### src/fes_pkg.sv
/*
 * Package for the flash erase, status and reset controller: pin carriers,
 * command codes, state codes and every timing count, all derived from the
 * 100 MHz system clock.
 * Assumes one clock domain and a word-wide parallel flash on the far side.
 */
package fes_pkg;

    ////////////////////////////////////////////////////////////////////////
    // Clock, widths and field positions.
    localparam int CLK_NS = 10;
    localparam int CNT_W = 21;
    localparam int ADDR_W = 18;
    localparam int DATA_W = 16;
    localparam int SECTOR_SELECT_LOW_BIT = 12;
    localparam int SECTOR_SELECT_HIGH_BIT = 17;
    localparam int POLL_STATUS_BIT = 7;
    localparam int TOGGLE_STATUS_BIT = 6;

    ////////////////////////////////////////////////////////////////////////
    // Times in their own unit, as printed.
    localparam int US = 1000;
    localparam int RESET_PULSE_NS = 500;
    localparam int RESET_HIGH_NS = 50;
    localparam int RESET_ABORT_RECOVERY_NS = 20 * US;
    localparam int RESET_IDLE_RECOVERY_NS = 500;
    localparam int BUSY_DELAY_NS = 90;
    localparam int UNPROTECT_RESET_SETUP_NS = 4 * US;
    localparam int PULSE_MIN_NS = 100;
    localparam int PROTECT_PULSE_WIDTH_NS = 10 * US;
    localparam int UNPROTECT_PULSE_WIDTH_NS = 12 * US * US;
    localparam int WE_LOW_NS = 35;
    localparam int WE_HIGH_NS = 30;
    localparam int ACCESS_NS = 90;
    localparam int SYNC_STAGES = 2;

    // Least times round up, longest times round down, never below one cycle.
    function automatic int cyc_up(input int ns);
        return (ns + CLK_NS - 1) / CLK_NS;
    endfunction

    function automatic int cyc_dn(input int ns);
        return (ns / CLK_NS < 1) ? 1 : ns / CLK_NS;
    endfunction

    ////////////////////////////////////////////////////////////////////////
    // Cycle counts; each _END is the last counter value of its phase.
    localparam int RP_CYC = cyc_up(RESET_PULSE_NS);
    localparam int RH_CYC = cyc_up(RESET_HIGH_NS);
    localparam int READY1_CYC = cyc_dn(RESET_ABORT_RECOVERY_NS);
    localparam int READY2_CYC = cyc_dn(RESET_IDLE_RECOVERY_NS);
    localparam int BUSY_CYC = cyc_up(BUSY_DELAY_NS);
    localparam int RSP_CYC = cyc_up(UNPROTECT_RESET_SETUP_NS);
    localparam int PULSE_MIN_CYC = cyc_up(PULSE_MIN_NS);
    localparam int PROT_CYC = cyc_up(PROTECT_PULSE_WIDTH_NS);
    localparam int UNPROT_CYC = cyc_up(UNPROTECT_PULSE_WIDTH_NS);
    localparam int IDLE_WAIT_CYC = (READY2_CYC - RP_CYC > RH_CYC) ? READY2_CYC - RP_CYC : RH_CYC;
    localparam logic [CNT_W-1:0] RP_END = CNT_W'(RP_CYC - 1);
    localparam logic [CNT_W-1:0] ABORT_WAIT_END = CNT_W'(READY1_CYC - RP_CYC - 1);
    localparam logic [CNT_W-1:0] IDLE_WAIT_END = CNT_W'(IDLE_WAIT_CYC - 1);
    localparam logic [CNT_W-1:0] BUSY_END = CNT_W'(BUSY_CYC - 1);
    localparam logic [CNT_W-1:0] RSP_END = CNT_W'(RSP_CYC - 1);
    localparam logic [CNT_W-1:0] WP_END = CNT_W'(cyc_up(WE_LOW_NS) - 1);
    localparam logic [CNT_W-1:0] WPH_END = CNT_W'(cyc_up(WE_HIGH_NS) - 1);
    localparam logic [CNT_W-1:0] RD_END = CNT_W'(cyc_up(ACCESS_NS) + SYNC_STAGES - 1);

    ////////////////////////////////////////////////////////////////////////
    // Command sequence addresses and data for a word-wide sector erase.
    localparam logic [ADDR_W-1:0] UNLOCK_ADDR_A = 18'h0_0555;
    localparam logic [ADDR_W-1:0] UNLOCK_ADDR_B = 18'h0_02AA;
    localparam logic [DATA_W-1:0] UNLOCK_DATA_A = 16'h00AA;
    localparam logic [DATA_W-1:0] UNLOCK_DATA_B = 16'h0055;
    localparam logic [DATA_W-1:0] ERASE_SETUP_DATA = 16'h0080;
    localparam logic [DATA_W-1:0] SECTOR_ERASE_DATA = 16'h0030;
    localparam logic [2:0] ERASE_LAST_STEP = 3'h5;
    localparam logic [2:0] ERASE_POLL_STEP = 3'h6;

    ////////////////////////////////////////////////////////////////////////
    // Enumerations and carriers.
    typedef enum logic [2:0] {
        OP_READ = 3'b000,
        OP_WRITE = 3'b001,
        OP_ERASE = 3'b010,
        OP_RESET = 3'b011,
        OP_PROTECT = 3'b100,
        OP_UNPROTECT = 3'b101
    } fes_op_t;

    typedef enum logic [3:0] {
        ST_IDLE = 4'b0000,
        ST_SETUP = 4'b0001,
        ST_WE_LO = 4'b0010,
        ST_WE_HI = 4'b0011,
        ST_OE_LO = 4'b0100,
        ST_BUSY = 4'b0101,
        ST_RST_LO = 4'b0110,
        ST_RST_HI = 4'b0111,
        ST_HV_SETUP = 4'b1000
    } fes_st_t;

    typedef struct packed {
        logic [2:0] op;
        logic [ADDR_W-1:0] addr;
        logic [DATA_W-1:0] wdata;
    } fes_cmd_t;

    typedef struct packed {
        logic [ADDR_W-1:0] addr;
        logic [DATA_W-1:0] dq_o;
        logic dq_oe;
        logic ce_b;
        logic oe_b;
        logic we_b;
        logic reset_b;
        logic reset_hv;
        logic a9_oe_hv;
    } fes_pins_t;

    localparam fes_pins_t PINS_IDLE = '{ce_b: 1'b1, oe_b: 1'b1, we_b: 1'b1, reset_b: 1'b1, default: '0};

endpackage

### src/fes_ctrl.sv
/*
 * Host controller that drives a parallel flash through its pins: single
 * reads and writes, a full sector erase with status polling, hardware reset
 * with abort, temporary unprotect and high-voltage protect pulses.
 * Assumes the flash pins are wired by the surroundings from the pin struct
 * and that the user holds a command stable while cmd_valid is high.
 */
// What this block does
// RULE1: The sector to erase is chosen by address bits 12 to 17 sent with the last erase write.
// RULE2: The flash verifies its own erase, so the controller runs no verify pass.
// RULE3: While erasing the poll status bit reads 0 and it reads 1 once the erase is over.
// RULE4: The toggle status bit flips on every status read while an algorithm runs.
// RULE5: The toggle bit is valid at any address, the poll bit only inside the target sector.
// RULE6: A reset during an algorithm aborts it and the flash is ready within 20 us.
// RULE7: A reset with no algorithm running leaves the flash ready within 500 ns.
// RULE8: The reset pin is held low for at least 500 ns to abort an algorithm.
// RULE9: After reset rises it stays high at least 50 ns before a read starts.
// RULE10: Reset sits at the high voltage level at least 4 us before any write in temporary unprotect.
// RULE11: A protect write pulse under high voltage is at least 100 ns, typically 10 us.
// RULE12: An unprotect write pulse under high voltage is at least 100 ns, typically 12 ms.
// RULE13: The flash shows busy no later than 90 ns after a program or erase starts.
// RULE14: After the erase the flash is back in array read mode.
`timescale 1ns/1ns
`default_nettype none

module fes_ctrl
    import fes_pkg::*;
#(
    parameter logic [CNT_W-1:0] PROT_PULSE_END = CNT_W'(PROT_CYC - 1),
    parameter logic [CNT_W-1:0] UNPROT_PULSE_END = CNT_W'(UNPROT_CYC - 1)
) (
    // Clock and reset
    input wire logic clk_sys,
    input wire logic rst_b,
    // Command port
    input wire logic cmd_valid,
    output logic cmd_ready,
    input wire fes_cmd_t cmd,
    input wire logic abort_req,
    input wire logic temp_unprotect_req,
    // Answer port
    output logic resp_valid,
    output logic [DATA_W-1:0] resp_data,
    output logic alg_running,
    output logic dev_busy,
    // Flash pins
    output fes_pins_t flash_pins,
    input wire logic [DATA_W-1:0] flash_dq_i,
    input wire logic ready_busy_output
);

    typedef struct packed {
        fes_st_t st;
        logic [2:0] op;
        logic [2:0] seq;
        logic [CNT_W-1:0] cnt;
        logic [ADDR_W-1:0] addr;
        logic [DATA_W-1:0] wdata;
        logic in_alg;
        logic first;
        logic prev_tog;
        logic resp_valid;
        logic [DATA_W-1:0] resp_data;
        fes_pins_t pins;
        logic [DATA_W-1:0] dq_m;
        logic [DATA_W-1:0] dq_s;
        logic rb_m;
        logic rb_s;
    } fes_state_t;

    localparam fes_state_t STATE_INIT = '{st: ST_IDLE, pins: PINS_IDLE, rb_m: 1'b1, rb_s: 1'b1, default: '0};

    fes_state_t s_r;
    fes_state_t s_nxt;
    logic poll_end;
    logic erase_done;

    ////////////////////////////////////////////////////////////////////////
    // Address and data of each write in the sector erase command sequence.
    function automatic logic [ADDR_W+DATA_W-1:0] erase_step(input logic [2:0] idx, input logic [ADDR_W-1:0] sec);
        unique case (idx)
            3'h0: return {UNLOCK_ADDR_A, UNLOCK_DATA_A};
            3'h1: return {UNLOCK_ADDR_B, UNLOCK_DATA_B};
            3'h2: return {UNLOCK_ADDR_A, ERASE_SETUP_DATA};
            3'h3: return {UNLOCK_ADDR_A, UNLOCK_DATA_A};
            3'h4: return {UNLOCK_ADDR_B, UNLOCK_DATA_B};
            default: return {sec, SECTOR_ERASE_DATA}; // RULE1
        endcase
    endfunction

    // Commands are taken only in idle and only once the reset pin level matches the request.
    assign cmd_ready = (s_r.st == ST_IDLE) && (temp_unprotect_req == s_r.pins.reset_hv);
    assign resp_valid = s_r.resp_valid;
    assign resp_data = s_r.resp_data;
    assign alg_running = s_r.in_alg;
    assign dev_busy = ~s_r.rb_s;
    assign flash_pins = s_r.pins;

    // End of a status read during erase polling, and whether the erase is over.
    assign poll_end = (s_r.st == ST_OE_LO) && (s_r.cnt == RD_END) && (s_r.op == OP_ERASE);
    assign erase_done = s_r.dq_s[POLL_STATUS_BIT] || (!s_r.first && s_r.dq_s[TOGGLE_STATUS_BIT] == s_r.prev_tog);

    ////////////////////////////////////////////////////////////////////////
    // Next-state logic of the whole controller.
    always_comb begin
        s_nxt = s_r;
        s_nxt.resp_valid = 1'b0;
        s_nxt.dq_m = flash_dq_i;
        s_nxt.dq_s = s_r.dq_m;
        s_nxt.rb_m = ready_busy_output;
        s_nxt.rb_s = s_r.rb_m;
        s_nxt.cnt = s_r.cnt + CNT_W'(1);
        unique case (s_r.st)
            ST_IDLE: begin
                s_nxt.cnt = '0;
                if (temp_unprotect_req && !s_r.pins.reset_hv) begin
                    s_nxt.pins.reset_hv = 1'b1;
                    s_nxt.st = ST_HV_SETUP;
                end else if (!temp_unprotect_req && s_r.pins.reset_hv) begin
                    s_nxt.pins.reset_hv = 1'b0;
                end else if (cmd_valid) begin
                    s_nxt.op = cmd.op;
                    s_nxt.addr = cmd.addr;
                    s_nxt.wdata = cmd.wdata;
                    s_nxt.seq = '0;
                    s_nxt.first = 1'b1;
                    if (cmd.op == OP_ERASE) begin
                        s_nxt.addr = {cmd.addr[SECTOR_SELECT_HIGH_BIT:SECTOR_SELECT_LOW_BIT],
                            SECTOR_SELECT_LOW_BIT'(0)}; // RULE1
                    end
                    if (cmd.op == OP_RESET) begin
                        s_nxt.pins.reset_b = 1'b0;
                        s_nxt.pins.reset_hv = 1'b0;
                        s_nxt.st = ST_RST_LO;
                    end else if (cmd.op <= OP_UNPROTECT) begin
                        s_nxt.st = ST_SETUP;
                    end else begin
                        s_nxt.resp_valid = 1'b1;
                    end
                end
            end
            ST_HV_SETUP: begin
                if (s_r.cnt == RSP_END) begin // RULE10
                    s_nxt.st = ST_IDLE;
                end
            end
            ST_SETUP: begin
                s_nxt.cnt = '0;
                s_nxt.pins.ce_b = 1'b0;
                if (s_r.op == OP_READ || (s_r.op == OP_ERASE && s_r.seq == ERASE_POLL_STEP)) begin
                    // Status reads stay on the sector address so the poll bit is valid too.
                    s_nxt.pins.addr = s_r.addr; // RULE5
                    s_nxt.pins.oe_b = 1'b0;
                    s_nxt.st = ST_OE_LO;
                end else begin
                    if (s_r.op == OP_ERASE) begin
                        {s_nxt.pins.addr, s_nxt.pins.dq_o} = erase_step(s_r.seq, s_r.addr);
                    end else begin
                        {s_nxt.pins.addr, s_nxt.pins.dq_o} = {s_r.addr, s_r.wdata};
                    end
                    s_nxt.pins.dq_oe = 1'b1;
                    s_nxt.pins.a9_oe_hv = (s_r.op == OP_PROTECT) || (s_r.op == OP_UNPROTECT);
                    s_nxt.pins.we_b = 1'b0;
                    s_nxt.st = ST_WE_LO;
                end
            end
            ST_WE_LO: begin
                if ((s_r.op == OP_PROTECT && s_r.cnt == PROT_PULSE_END) // RULE11
                        || (s_r.op == OP_UNPROTECT && s_r.cnt == UNPROT_PULSE_END) // RULE12
                        || (s_r.op != OP_PROTECT && s_r.op != OP_UNPROTECT && s_r.cnt == WP_END)) begin
                    s_nxt.cnt = '0;
                    s_nxt.pins.we_b = 1'b1;
                    s_nxt.st = ST_WE_HI;
                end
            end
            ST_WE_HI: begin
                if (s_r.cnt == WPH_END) begin
                    s_nxt.cnt = '0;
                    s_nxt.pins.ce_b = 1'b1;
                    s_nxt.pins.dq_oe = 1'b0;
                    s_nxt.pins.a9_oe_hv = 1'b0;
                    if (s_r.op == OP_ERASE && s_r.seq != ERASE_LAST_STEP) begin
                        s_nxt.seq = s_r.seq + 3'h1;
                        s_nxt.st = ST_SETUP;
                    end else if (s_r.op == OP_ERASE) begin
                        s_nxt.seq = ERASE_POLL_STEP;
                        s_nxt.in_alg = 1'b1;
                        s_nxt.st = ST_BUSY;
                    end else begin
                        s_nxt.resp_valid = 1'b1;
                        s_nxt.st = ST_IDLE;
                    end
                end
            end
            ST_BUSY: begin
                // No status read until the flash has had time to show busy.
                if (s_r.cnt == BUSY_END) begin // RULE13
                    s_nxt.st = ST_SETUP;
                end
            end
            ST_OE_LO: begin
                if (s_r.cnt == RD_END) begin
                    s_nxt.pins.oe_b = 1'b1;
                    s_nxt.resp_data = s_r.dq_s;
                    if (s_r.op == OP_ERASE && !erase_done) begin // RULE3 RULE4
                        s_nxt.first = 1'b0;
                        s_nxt.prev_tog = s_r.dq_s[TOGGLE_STATUS_BIT];
                        s_nxt.st = ST_SETUP;
                    end else begin
                        // The flash verified itself and is back in array mode.
                        s_nxt.in_alg = 1'b0; // RULE2 RULE14
                        s_nxt.pins.ce_b = 1'b1;
                        s_nxt.resp_valid = 1'b1;
                        s_nxt.st = ST_IDLE;
                    end
                end
            end
            ST_RST_LO: begin
                if (s_r.cnt == RP_END) begin // RULE8
                    s_nxt.cnt = '0;
                    s_nxt.pins.reset_b = 1'b1;
                    s_nxt.st = ST_RST_HI;
                end
            end
            ST_RST_HI: begin
                // Wait out the recovery time that fits what was running at reset.
                if (s_r.cnt == (s_r.in_alg ? ABORT_WAIT_END : IDLE_WAIT_END)) begin // RULE6 RULE7 RULE9
                    s_nxt.in_alg = 1'b0;
                    s_nxt.resp_valid = 1'b1;
                    s_nxt.st = ST_IDLE;
                end
            end
            default: begin
                s_nxt.pins = PINS_IDLE;
                s_nxt.st = ST_IDLE;
            end
        endcase
        // An abort during erase polling takes the reset path at once.
        if (abort_req && s_r.in_alg && s_r.st != ST_RST_LO && s_r.st != ST_RST_HI) begin
            s_nxt.pins = PINS_IDLE;
            s_nxt.pins.reset_b = 1'b0; // RULE6
            s_nxt.cnt = '0;
            s_nxt.resp_valid = 1'b0;
            s_nxt.st = ST_RST_LO;
        end
    end

    // State register.
    always_ff @(posedge clk_sys or negedge rst_b) begin
        if (!rst_b) begin
            s_r <= STATE_INIT;
        end else begin
            s_r <= s_nxt;
        end
    end

    ////////////////////////////////////////////////////////////////////////
    // Helper counters watched only by the checks below.
    localparam int A_CW = 24;
    logic [A_CW-1:0] a_lo_cnt;
    logic [A_CW-1:0] a_since_fall;
    logic [A_CW-1:0] a_since_rise;
    logic [A_CW-1:0] a_hv_cnt;
    logic [A_CW-1:0] a_we_cnt;
    logic a_aborted;

    always_ff @(posedge clk_sys or negedge rst_b) begin
        if (!rst_b) begin
            a_lo_cnt <= '0;
            a_since_fall <= '1;
            a_since_rise <= '1;
            a_hv_cnt <= '0;
            a_we_cnt <= '0;
            a_aborted <= 1'b0;
        end else begin
            a_lo_cnt <= s_r.pins.reset_b ? '0 : a_lo_cnt + A_CW'(1);
            a_since_fall <= (!s_r.pins.reset_b && a_lo_cnt == '0) ? A_CW'(1) :
                (&a_since_fall ? a_since_fall : a_since_fall + A_CW'(1));
            a_since_rise <= !s_r.pins.reset_b ? '0 : (&a_since_rise ? a_since_rise : a_since_rise + A_CW'(1));
            a_hv_cnt <= s_r.pins.reset_hv ? a_hv_cnt + A_CW'(1) : '0;
            a_we_cnt <= s_r.pins.we_b ? '0 : a_we_cnt + A_CW'(1);
            if (!s_r.pins.reset_b && a_lo_cnt == '0) begin
                a_aborted <= s_r.in_alg;
            end
        end
    end
endmodule

`default_nettype wire

### config.mk
export PLATFORM = sky130hd
export DESIGN_NAME = fes_ctrl
export DESIGN_NICKNAME = d
export VERILOG_FILES = /design/src/fes_pkg.sv /design/src/fes_ctrl.sv
export SDC_FILE = /design/constraint.sdc
export NUM_CORES = 1
export LEC_CHECK = 0
export ABC_AREA = 1
export BUFFER_PORTS_ARGS = -buffer_cell sky130_fd_sc_hd__clkbuf_2
export CAP_MARGIN = 40
export CORE_UTILIZATION = 38
export DETAILED_ROUTE_END_ITERATION = 16
export SLEW_MARGIN = 20
export SYNTH_ARGS = -nofsm -noshare
export SYNTH_HDL_FRONTEND = slang
export SYNTH_SLANG_ARGS = --single-unit
### constraint.sdc
create_clock -name clk_sys -period 4.3 [get_ports clk_sys]
set_clock_uncertainty 0.2 [all_clocks]
set_input_delay 0.43 -clock clk_sys [delete_from_list [all_inputs] [get_ports clk_sys]]
set_output_delay 0.43 -clock clk_sys [all_outputs]
set_load 0.01 [all_outputs]
After elaboration in Yosys (flattened, before gate mapping)
Index checks and enable logic that the tools add are counted.
{ "word_totals": {"register_bits": 160, "in_bits": 59, "output_inout_bits": 61, "elab_cells": 235} }
{ "op_classes": {"addsub": 2, "order_cmp": 1, "eq_ne": 71, "n_mux": 81, "bitwise": 3, "n_reduce_logical": 53} }
{ "ops": {"columns": ["cell", "n"], "rows": [
  ["$pmux W34 S3", 1],
  ["$pmux W21 S4", 1],
  ["$pmux W34 S2", 1],
  ["$mux W21", 3],
  ["$mux W4", 12],
  ["$eq A21 B2 Y1 const B", 2],
  ["$eq A21 B4 Y1 const B", 2],
  ["$mux W41", 1],
  ["$ne A3 B3 Y1 const B", 12],
  ["$pmux W4 S9", 1],
  ["$mux W34", 1],
  ["$mux W1", 31],
  ["$reduce_or A7 Y1", 4],
  ["$mux W24", 1],
  ["$add A21 B1 Y21 const B", 1],
  ["$eq A21 B10 Y1 const B", 1],
  ["$eq A21 B11 Y1", 1],
  ["$eq A21 B21 Y1 const B", 1],
  ["$eq A21 B6 Y1 const B", 1],
  ["$eq A21 B9 Y1 const B", 1],
  ["$mux W10", 2],
  ["$mux W20", 1],
  ["$mux W18", 1],
  ["$ne A2 B1 Y1 const B", 9],
  ["other kinds (43)", 119]
]} }

Logic depth before layout (Yosys ltp)
Gate-level depths: netlist of run 1.
{ "depth": {"ltp_word": 9, "mapped_depth": 14, "depth_no_buf": 13} }

Worst setup path before layout of run 1
No wires, ideal clock.
{ "synth_timing": {"path_kind": "reg-to-reg", "startpoint": "register s_r[150] (netlist bit)", "endpoint": "register s_r (netlist bit flash_pins[10])", "arrival_time_ps": 1722, "slack_ps": 2261, "stages_incl_launch_ff": 15, "n_path_buf": 2, "cell_sequence": "dfrtp_1 > inv_1 > ha_1 > nand2_1 > inv_1 > o21ai_2 > inv_1 > nand2_1 > inv_1 > o21ai_2 > nand2_1 > buf_6 > buf_6 > nand2_1 > nand2_1"} }
{ "synth_between": {"elab_chain_cells": 7, "word_cells_on_any_way": 17, "cone_classes": "eq/ne (6); mux (5); reduce/logical (6)"} }
{ "synth_lines": {"columns": ["element", "line", "source"], "rows": [
  ["from (decl)", "fes_ctrl.sv:73", "fes_state_t s_r;"],
  ["from (signal assigned)", "fes_ctrl.sv:253", "s_r <= s_nxt;"],
  ["$eq A3 B3 Y1, or another cell as far along", "fes_ctrl.sv:81", "unique case (idx)"],
  ["$reduce_or A2 Y1 (no line)", null, null],
  ["$pmux W34 S3", "fes_ctrl.sv:81", null],
  ["$mux W34", "fes_ctrl.sv:156", "if (s_r.op == OP_ERASE) begin"],
  ["$mux W17", "fes_ctrl.sv:150", "if (s_r.op == OP_READ || (s_r.op == OP_ERASE && s_r.seq == ERASE_POLL_STEP)) begin"],
  ["$pmux W34 S2", "fes_ctrl.sv:113", "unique case (s_r.st)"],
  ["$mux W41", "fes_ctrl.sv:239", "if (abort_req && s_r.in_alg && s_r.st != ST_RST_LO && s_r.st != ST_RST_HI) begin"]
]} }
Several ways; a longest one is shown, not always the timed one. The select of a mux whose other input is x is not followed.
A chain may end at the register's enable or synchronous reset.

Worst setup path in the final report of run 1
{ "layout_timing": {"startpoint": "register s_r[156] (netlist bit)", "endpoint": "register s_r[114] (netlist bit)"} }
{ "layout_between": {"elab_chain_cells": 2} }
{ "layout_lines": {"columns": ["element", "line"], "rows": [
  ["$logic_not A4 Y1", "fes_ctrl.sv:113"],
  ["$reduce_and A4 Y1 (no line)", null]
]} }
No other way between the ends.

==> summary.txt, run 1 <==
Clocking
  – Clock Tree Buf Depth: 2
  – Root Buffer: clkbuf_16
  – CTS sink count: 160
  – Post CTS Setup Buffer Count: 0
  – H-tree levels: 4
  – Worst skew pair latency: 0.43 ns
  – Clock transition at path regs: 0.07 ns
  – Cts bufs inserted: 17
  – TritonCTS clock tree: done

Placed design
  – Port-buffer cells: 119
  – Dpl ws: 1.54 ns
  – GP Congestion: 0.878
  – Post-DP HPWL: 14.0 mm
  – DP Area: 0.00864 mm2

Setup path
  – Crit end category: register
  – R2r setup slk: 1.61 ns
  – Reg-to-reg endpoint: s_r[114]
  – Reg2reg path depth: 8
  – Crit Path Max Fanout: 44
  – Arr. time, crit path: 2.84 ns
  – Critical path required time: 4.45 ns
  – CP Launch Type: register
  – Critical Path Start: s_r[156]
  – Critical path class: reg2reg
  – RR Startpoint: s_r[156]

Synth
  – Yosys reg bits: 160
  – Ys flop type: dfrtp_1
  – Post-synth top area cell: dfrtp_1
  – Most frequent cell after synthesis: nand2_1
  – Async SR Flop Fraction: 100%
  – Top cells by area, synth: dfrtp_1 (47%), nand2_1 (14%), buf_4 (5.5%)
  – Synth Area per Inst: 8.11 um2
  – Number of synthesized flops with an enable pin: 0
  – Synth top area share: 46.8%
  – Register area share after synthesis: 48.7%
  – Yosys Warn Count: 0
  – Commonest cells in the netlist: nand2_1 (298), dfrtp_1 (154), inv_1 (99)
  – Mapped Area: 0.00824 mm2
  – Syn nets: 1088
  – Mapped Cells: 1017
  – Post-synthesis cell type count: 39

Worst hold path
  – Hold Crit Endpoint: s_r[124]
  – Hold Crit Start: cmd[29]
  – Hold depth: 3
  – Hold crit path type: in2reg

STA
  – WHS: 0.0113 ns
  – Slew @ Worst Pin: 0.764 ns
  – Fmax: 0.371 GHz
  – Setup_tns: 0 ns
  – Tmin final: 2.69 ns
  – Number of setup violations in the final report: 0
  – PnR worst setup slack: 1.61 ns
  – Slew headroom: 48.9%
  – Final hold vios: 0
  – Final Cycle Share: 62.6%
  – Slew Viols, Final: 0
  – RSZ-0062 raised after global routing: false

Cells and area
  – Design area: 0.00952 mm2
  – Synthesis-to-finish area growth: 15.4%
  – Layout cells sized above 1: 20.2%
  – Post-layout util: 45.0%
  – N_diodes: 0
  – Nets: 1175

Power
  – P_leak: 4.91 nW
  – PwrDens: 590 mW/mm2
  – Worst ir drop on vdd: 0.323 mV

Die
  – I/O pin total: 120
  – Die width: 149 um
  – Die Y: 149 um
  – Initial Util: 39.0%
  – Rows: 53
  – Die area: 0.0223 mm2
  – Core box area: 0.0212 mm2

Route
  – Via count: 6595
  – Drt drc: 0
  – DRT Pass-1 Iters: 5
  – Post-DRT Antenna Nets: 0
  – WL/cell: 14.2 um
  – Routed WL: 19.8 mm
  – DR vias/cell: 4.74
  – DRT iter0 DRCs: 317

Outcome
  – Status: completed

GRT
  – GRT overflow: 0
  – First-pass GRT wire length: 32.7 mm
  – Initial antenna violation count: 0
  – Total Routing Usage GR: 18.9%
  – Largest net degree at the start of global routing: 77
  – Vias in the first global route: 6343

Flow run
  – Maxcap violations: 0
==> through the flow <==
step / cells / power, mW
floorplan: 1017 / 3.69
global placement: 1328 / 4.11
detailed placement: 1329 / 4.13
CTS: 1391 / 5.64
global route: 1392 / 6.06
finish: 1392 / 5.62
==> layout make-up <==
type,instances,area [um2]
well taps,275,344
fillers,2129,11600
clock buffers,18,429
inverters,118,443
multi-input cells,652,3170
repair buffers,155,987
clock inverters,14,128
flip-flops and latches,160,4010
==> placed cells by master, fill, tap and decap left out, types with 3 or more instances in the layout <==
master           n
clkinvlp_4       3
clkinv_2         4
inv_6            5
dlygate4sd3_1   30
dfstp_2          6
buf_4            3
clkbuf_16       17
nand2_2          8
ha_1            12
o21ai_2          9
dfrtp_1        154
nor2_4           6
o211ai_1         3
nor2_1          79
nand3_1         64
nor2_2          11
o21ai_1         13
inv_2           18
a31oi_1          4
nand2_1        298
nor3_2           4
clkbuf_2       118
nand4_1         22
inv_1           99
nor3_1          21
xor2_1          11
a21oi_1         17
o22ai_1          4
o21ai_0         52
==> per-layer routing <==
layer / GRT usage (%) / vias to the layer above / wire length (um)
met5: 0 / - / 0
met1: 27.3 / 3096 / 9860
met4: 5.41 / 0 / 250
met3: 3.82 / 20 / 885
met2: 28.4 / 150 / 8800
li1: - / 3329 / -
==> cells by family after synthesis <==
logic type | after synthesis | share of synthesized area, %
AO/OA/AOI/OAI | 108 | 7.42
XOR/XNOR | 13 | 1.38
adder cells (fa/ha/maj) | 12 | 1.82
buffers and inverters | 205 | 12.8
flip-flops | 160 | 48.7
AND/OR/NAND/NOR | 519 | 27.9
==> critical path: stages, from the launching register on <==
cell     delay (ns)
dfrtp_1        0.46
nor2_2         0.20
nand2_1        0.30
nor2_1         0.28
nand2_1        0.08
buf_4          0.24
inv_2          0.57
nand3_1        0.16
o21ai_0        0.11
==> power breakdown <==
group,leakage [nW],internal (mW),switching [mW]
Clock,0.270,0.805,0.654
Combinational,2.57,0.668,1.42
Sequential,2.07,1.86,0.216
Total,4.91,3.33,2.29
==> registers in the layout, indices dropped and copies added, names as in the netlist <==
name         count
s_nxt           17
resp_valid       1
resp_data       16
alg_running      1
flash_pins      41
s_r             84
==> worst max path at each step <==
stage                           endpoint  depth (start not counted)  slack, ns
after floorplan           flash_pins[10]                         14       2.26
after global placement    flash_pins[14]                         13       1.67
after detailed placement  flash_pins[14]                         13       1.54
after CTS                 flash_pins[14]                         13       1.53
after global routing            s_r[111]                          8       1.32
final                           s_r[114]                          8       1.61
==> what timing repair did <==
action	CTS	global route
hold buffers	30	0
hold endpoints to repair	58	0
gates resized for setup	0	0
No activity file was read; power rests on OpenSTA's default activity.
==> inputs of run 2 (changes only) <==
==> constraint.sdc (replaced) <==
create_clock -name clk_sys -period 2.6 [get_ports clk_sys]
set_clock_uncertainty 0.2 [all_clocks]
set_input_delay 0.26 -clock clk_sys [delete_from_list [all_inputs] [get_ports clk_sys]]
set_output_delay 0.26 -clock clk_sys [all_outputs]
set_load 0.01 [all_outputs]
==> run 2 against run 1 <==
  * Cell count rose by 2.7%
  * Total power rose by 71%
  * Sequential share of layout area fell by 1.8 points
==> summary.txt, run 2 (synthesis results as in run 1) <==
STA
  – Number of setup violations in the final report: 0
  – Tmin final: 2.35 ns
  – Final Cycle Share: 90.4%
  – Slew Viols, Final: 0
  – Final hold vios: 0
  – Setup_tns: 0 ns
  – Fmax: 0.425 GHz
  – RSZ-0062 raised after global routing: false
  – Slew headroom: 58.9%
  – WHS: 0.144 ns
  – Slew @ Worst Pin: 0.611 ns
  – PnR worst setup slack: 0.249 ns

Worst hold path
  – Hold crit path type: in2reg

Setup path
  – Reg-to-reg endpoint: flash_pins[24]
  – Worst path depth: 10
  – CP top delay family: simple AND/OR/NAND/NOR gates
  – Reg2reg path depth: 10
  – CP endpoint: flash_pins[24]
  – Critical path required time: 2.73 ns
  – Crit Path Max Fanout: 12
  – Arr. time, crit path: 2.48 ns
  – Sum of buffers and inverters on the critical path: 2
  – Crit end category: register
  – Cell mode on critical path: nand2_1
  – Slowest Stage Delay on Critical Path: 0.50 ns
  – CP Launch Type: register
  – Critical Path Start: s_r[153]
  – Slowest-stage cell, CP: dfrtp_1
  – R2r setup slk: 0.25 ns
  – CP Cell Sequence: nor2_1 -> nand2_1 -> inv_4 -> nand2_1 -> nor2_1 -> buf_4 -> nand2_1 -> o21ai_0 -> nand2_1 -> o21ai_0
  – RR Startpoint: s_r[153]
  – Critical path class: reg2reg

Cells and area
  – Nets: 1213
  – Commonest non-fill, non-tap cell in the layout: nand2_1
  – Synthesis-to-finish area growth: 20.7%
  – Number of flip-flops in the largest register: 84
  – Commonest non-fill, non-tap cells in the layout: nand2_1 (298), dfrtp_1 (153), clkbuf_2 (118)
  – N_diodes: 0
  – Top reg by flops: s_r
  – Layout cells sized above 1: 20.9%

Power
  – Clock power share: 26.9%
  – Power share of the combinational group: 37.5%
  – Switching share of power: 39.4%
  – Int Pwr: 5.83 mW
  – Register share of total power: 35.6%
  – Worst ir drop on vdd: 0.430 mV
  – Sw Pwr: 3.79 mW
  – P_leak: 5.10 nW
  – Total power: 9.63 mW
  – PwrDens: 968 mW/mm2

Route
  – Routed WL: 20.1 mm
  – Post-DRT Antenna Nets: 0
  – DR vias/cell: 4.71
  – Drt drc: 0
  – DRT Pass-1 Iters: 6
  – DRT iter0 DRCs: 396
  – Via count: 6735
  – WL/cell: 14.1 um

GRT
  – Routing usage on met2: 29.4%
  – Busiest grt layer: met2
  – Initial antenna violation count: 0
  – Largest net degree at the start of global routing: 54
  – Total Routing Usage GR: 18.9%
  – First-pass GRT wire length: 33.2 mm
  – Vias in the first global route: 6530
  – Met1 Use GR: 26.1%
  – GRT met3 Usage: 4.46%
  – GRT overflow: 0

Clocking
  – Cts bufs inserted: 17
  – Clock Tree Buf Depth: 2
  – Post CTS Setup Buffer Count: 0
  – H-tree levels: 4
  – TritonCTS clock tree: done
  – Clock transition at path regs: 0.06 ns
  – CTS sink count: 160
  – Root Buffer: clkbuf_16
  – Worst skew pair latency: 0.42 ns

Flow run
  – Maxcap violations: 0

Die
  – Die area: 0.0223 mm2
  – Core box area: 0.0212 mm2
  – Initial Util: 39.0%
  – Die Y: 149 um
  – I/O pin total: 120
  – Rows: 53
  – Die width: 149 um

Outcome
  – Status: completed

Placed design
  – Dpl ws: 0.226 ns
  – Post-DP HPWL: 14.2 mm
  – Port-buffer cells: 119
  – GP Congestion: 0.966
run 2: timing repair:
item                                    4_1_cts  5_1_grt
hold endpoints to repair                    102        0
hold buffers                                 55        0
endpoints found under the setup margin        0        2
resized for setup                             0        3
run 2: how the worst min path moves through the flow:
stage,end,slack [ns],cells after the start,startpoint
after floorplan,alg_running,-0.24,0,rst_b
after global placement,s_r[148],0.05,1,rst_b
after detailed placement,s_r[148],0.06,1,rst_b
after CTS,s_r[93],0.12,5,cmd_valid
after global routing,s_r[13],0.14,0,s_nxt[13]
final,flash_pins[1],0.14,7,cmd_valid
run 2: area by class of cell:
class,count,area [um2]
clock buffer,18,429
multi-input combinational,652,3180
sequential,160,4010
timing repair buffer,193,1360
clock inverter,14,180
fill,2038,11200
tap,275,344
inverter,118,445
run 2: worst min-delay path, stage by stage:
cell and delay [ns]:
clkbuf_2 0.09, inv_1 0.06, nand2_1 0.06, a31oi_1 0.09, nor2_1 0.08, a21oi_1 0.05, inv_1 0.05
run 2: metrics by stage:
step	utilization [%]	instances	area, um2
6_report	47.0	1430	9950
5_1_grt	47.0	1430	9950
4_1_cts	47.0	1430	9940
3_5_place_dp	41.5	1343	8780
3_3_place_gp	41.5	1343	8780
2_1_floorplan	-	1017	8240
run 2: per-layer routing:
| layer | wire (um) | vias to the layer above |
|---|---|---|
| met5 | 0 | - |
| met4 | 351 | 0 |
| met3 | 1100 | 27 |
| met2 | 9040 | 174 |
| met1 | 9650 | 3121 |
| li1 | - | 3413 |
run 2: power by group through the flow:
| stage | combinational, mW | sequential, mW | clock [mW] |
|---|---|---|---|
| 2_1_floorplan | 2.75 | 3.36 | 0 |
| 3_3_place_gp | 3.50 | 3.46 | 0 |
| 3_5_place_dp | 3.52 | 3.46 | 0 |
| 4_1_cts | 3.61 | 3.42 | 2.66 |
| 5_1_grt | 4.08 | 3.49 | 2.75 |
| 6_report | 3.61 | 3.43 | 2.59 |
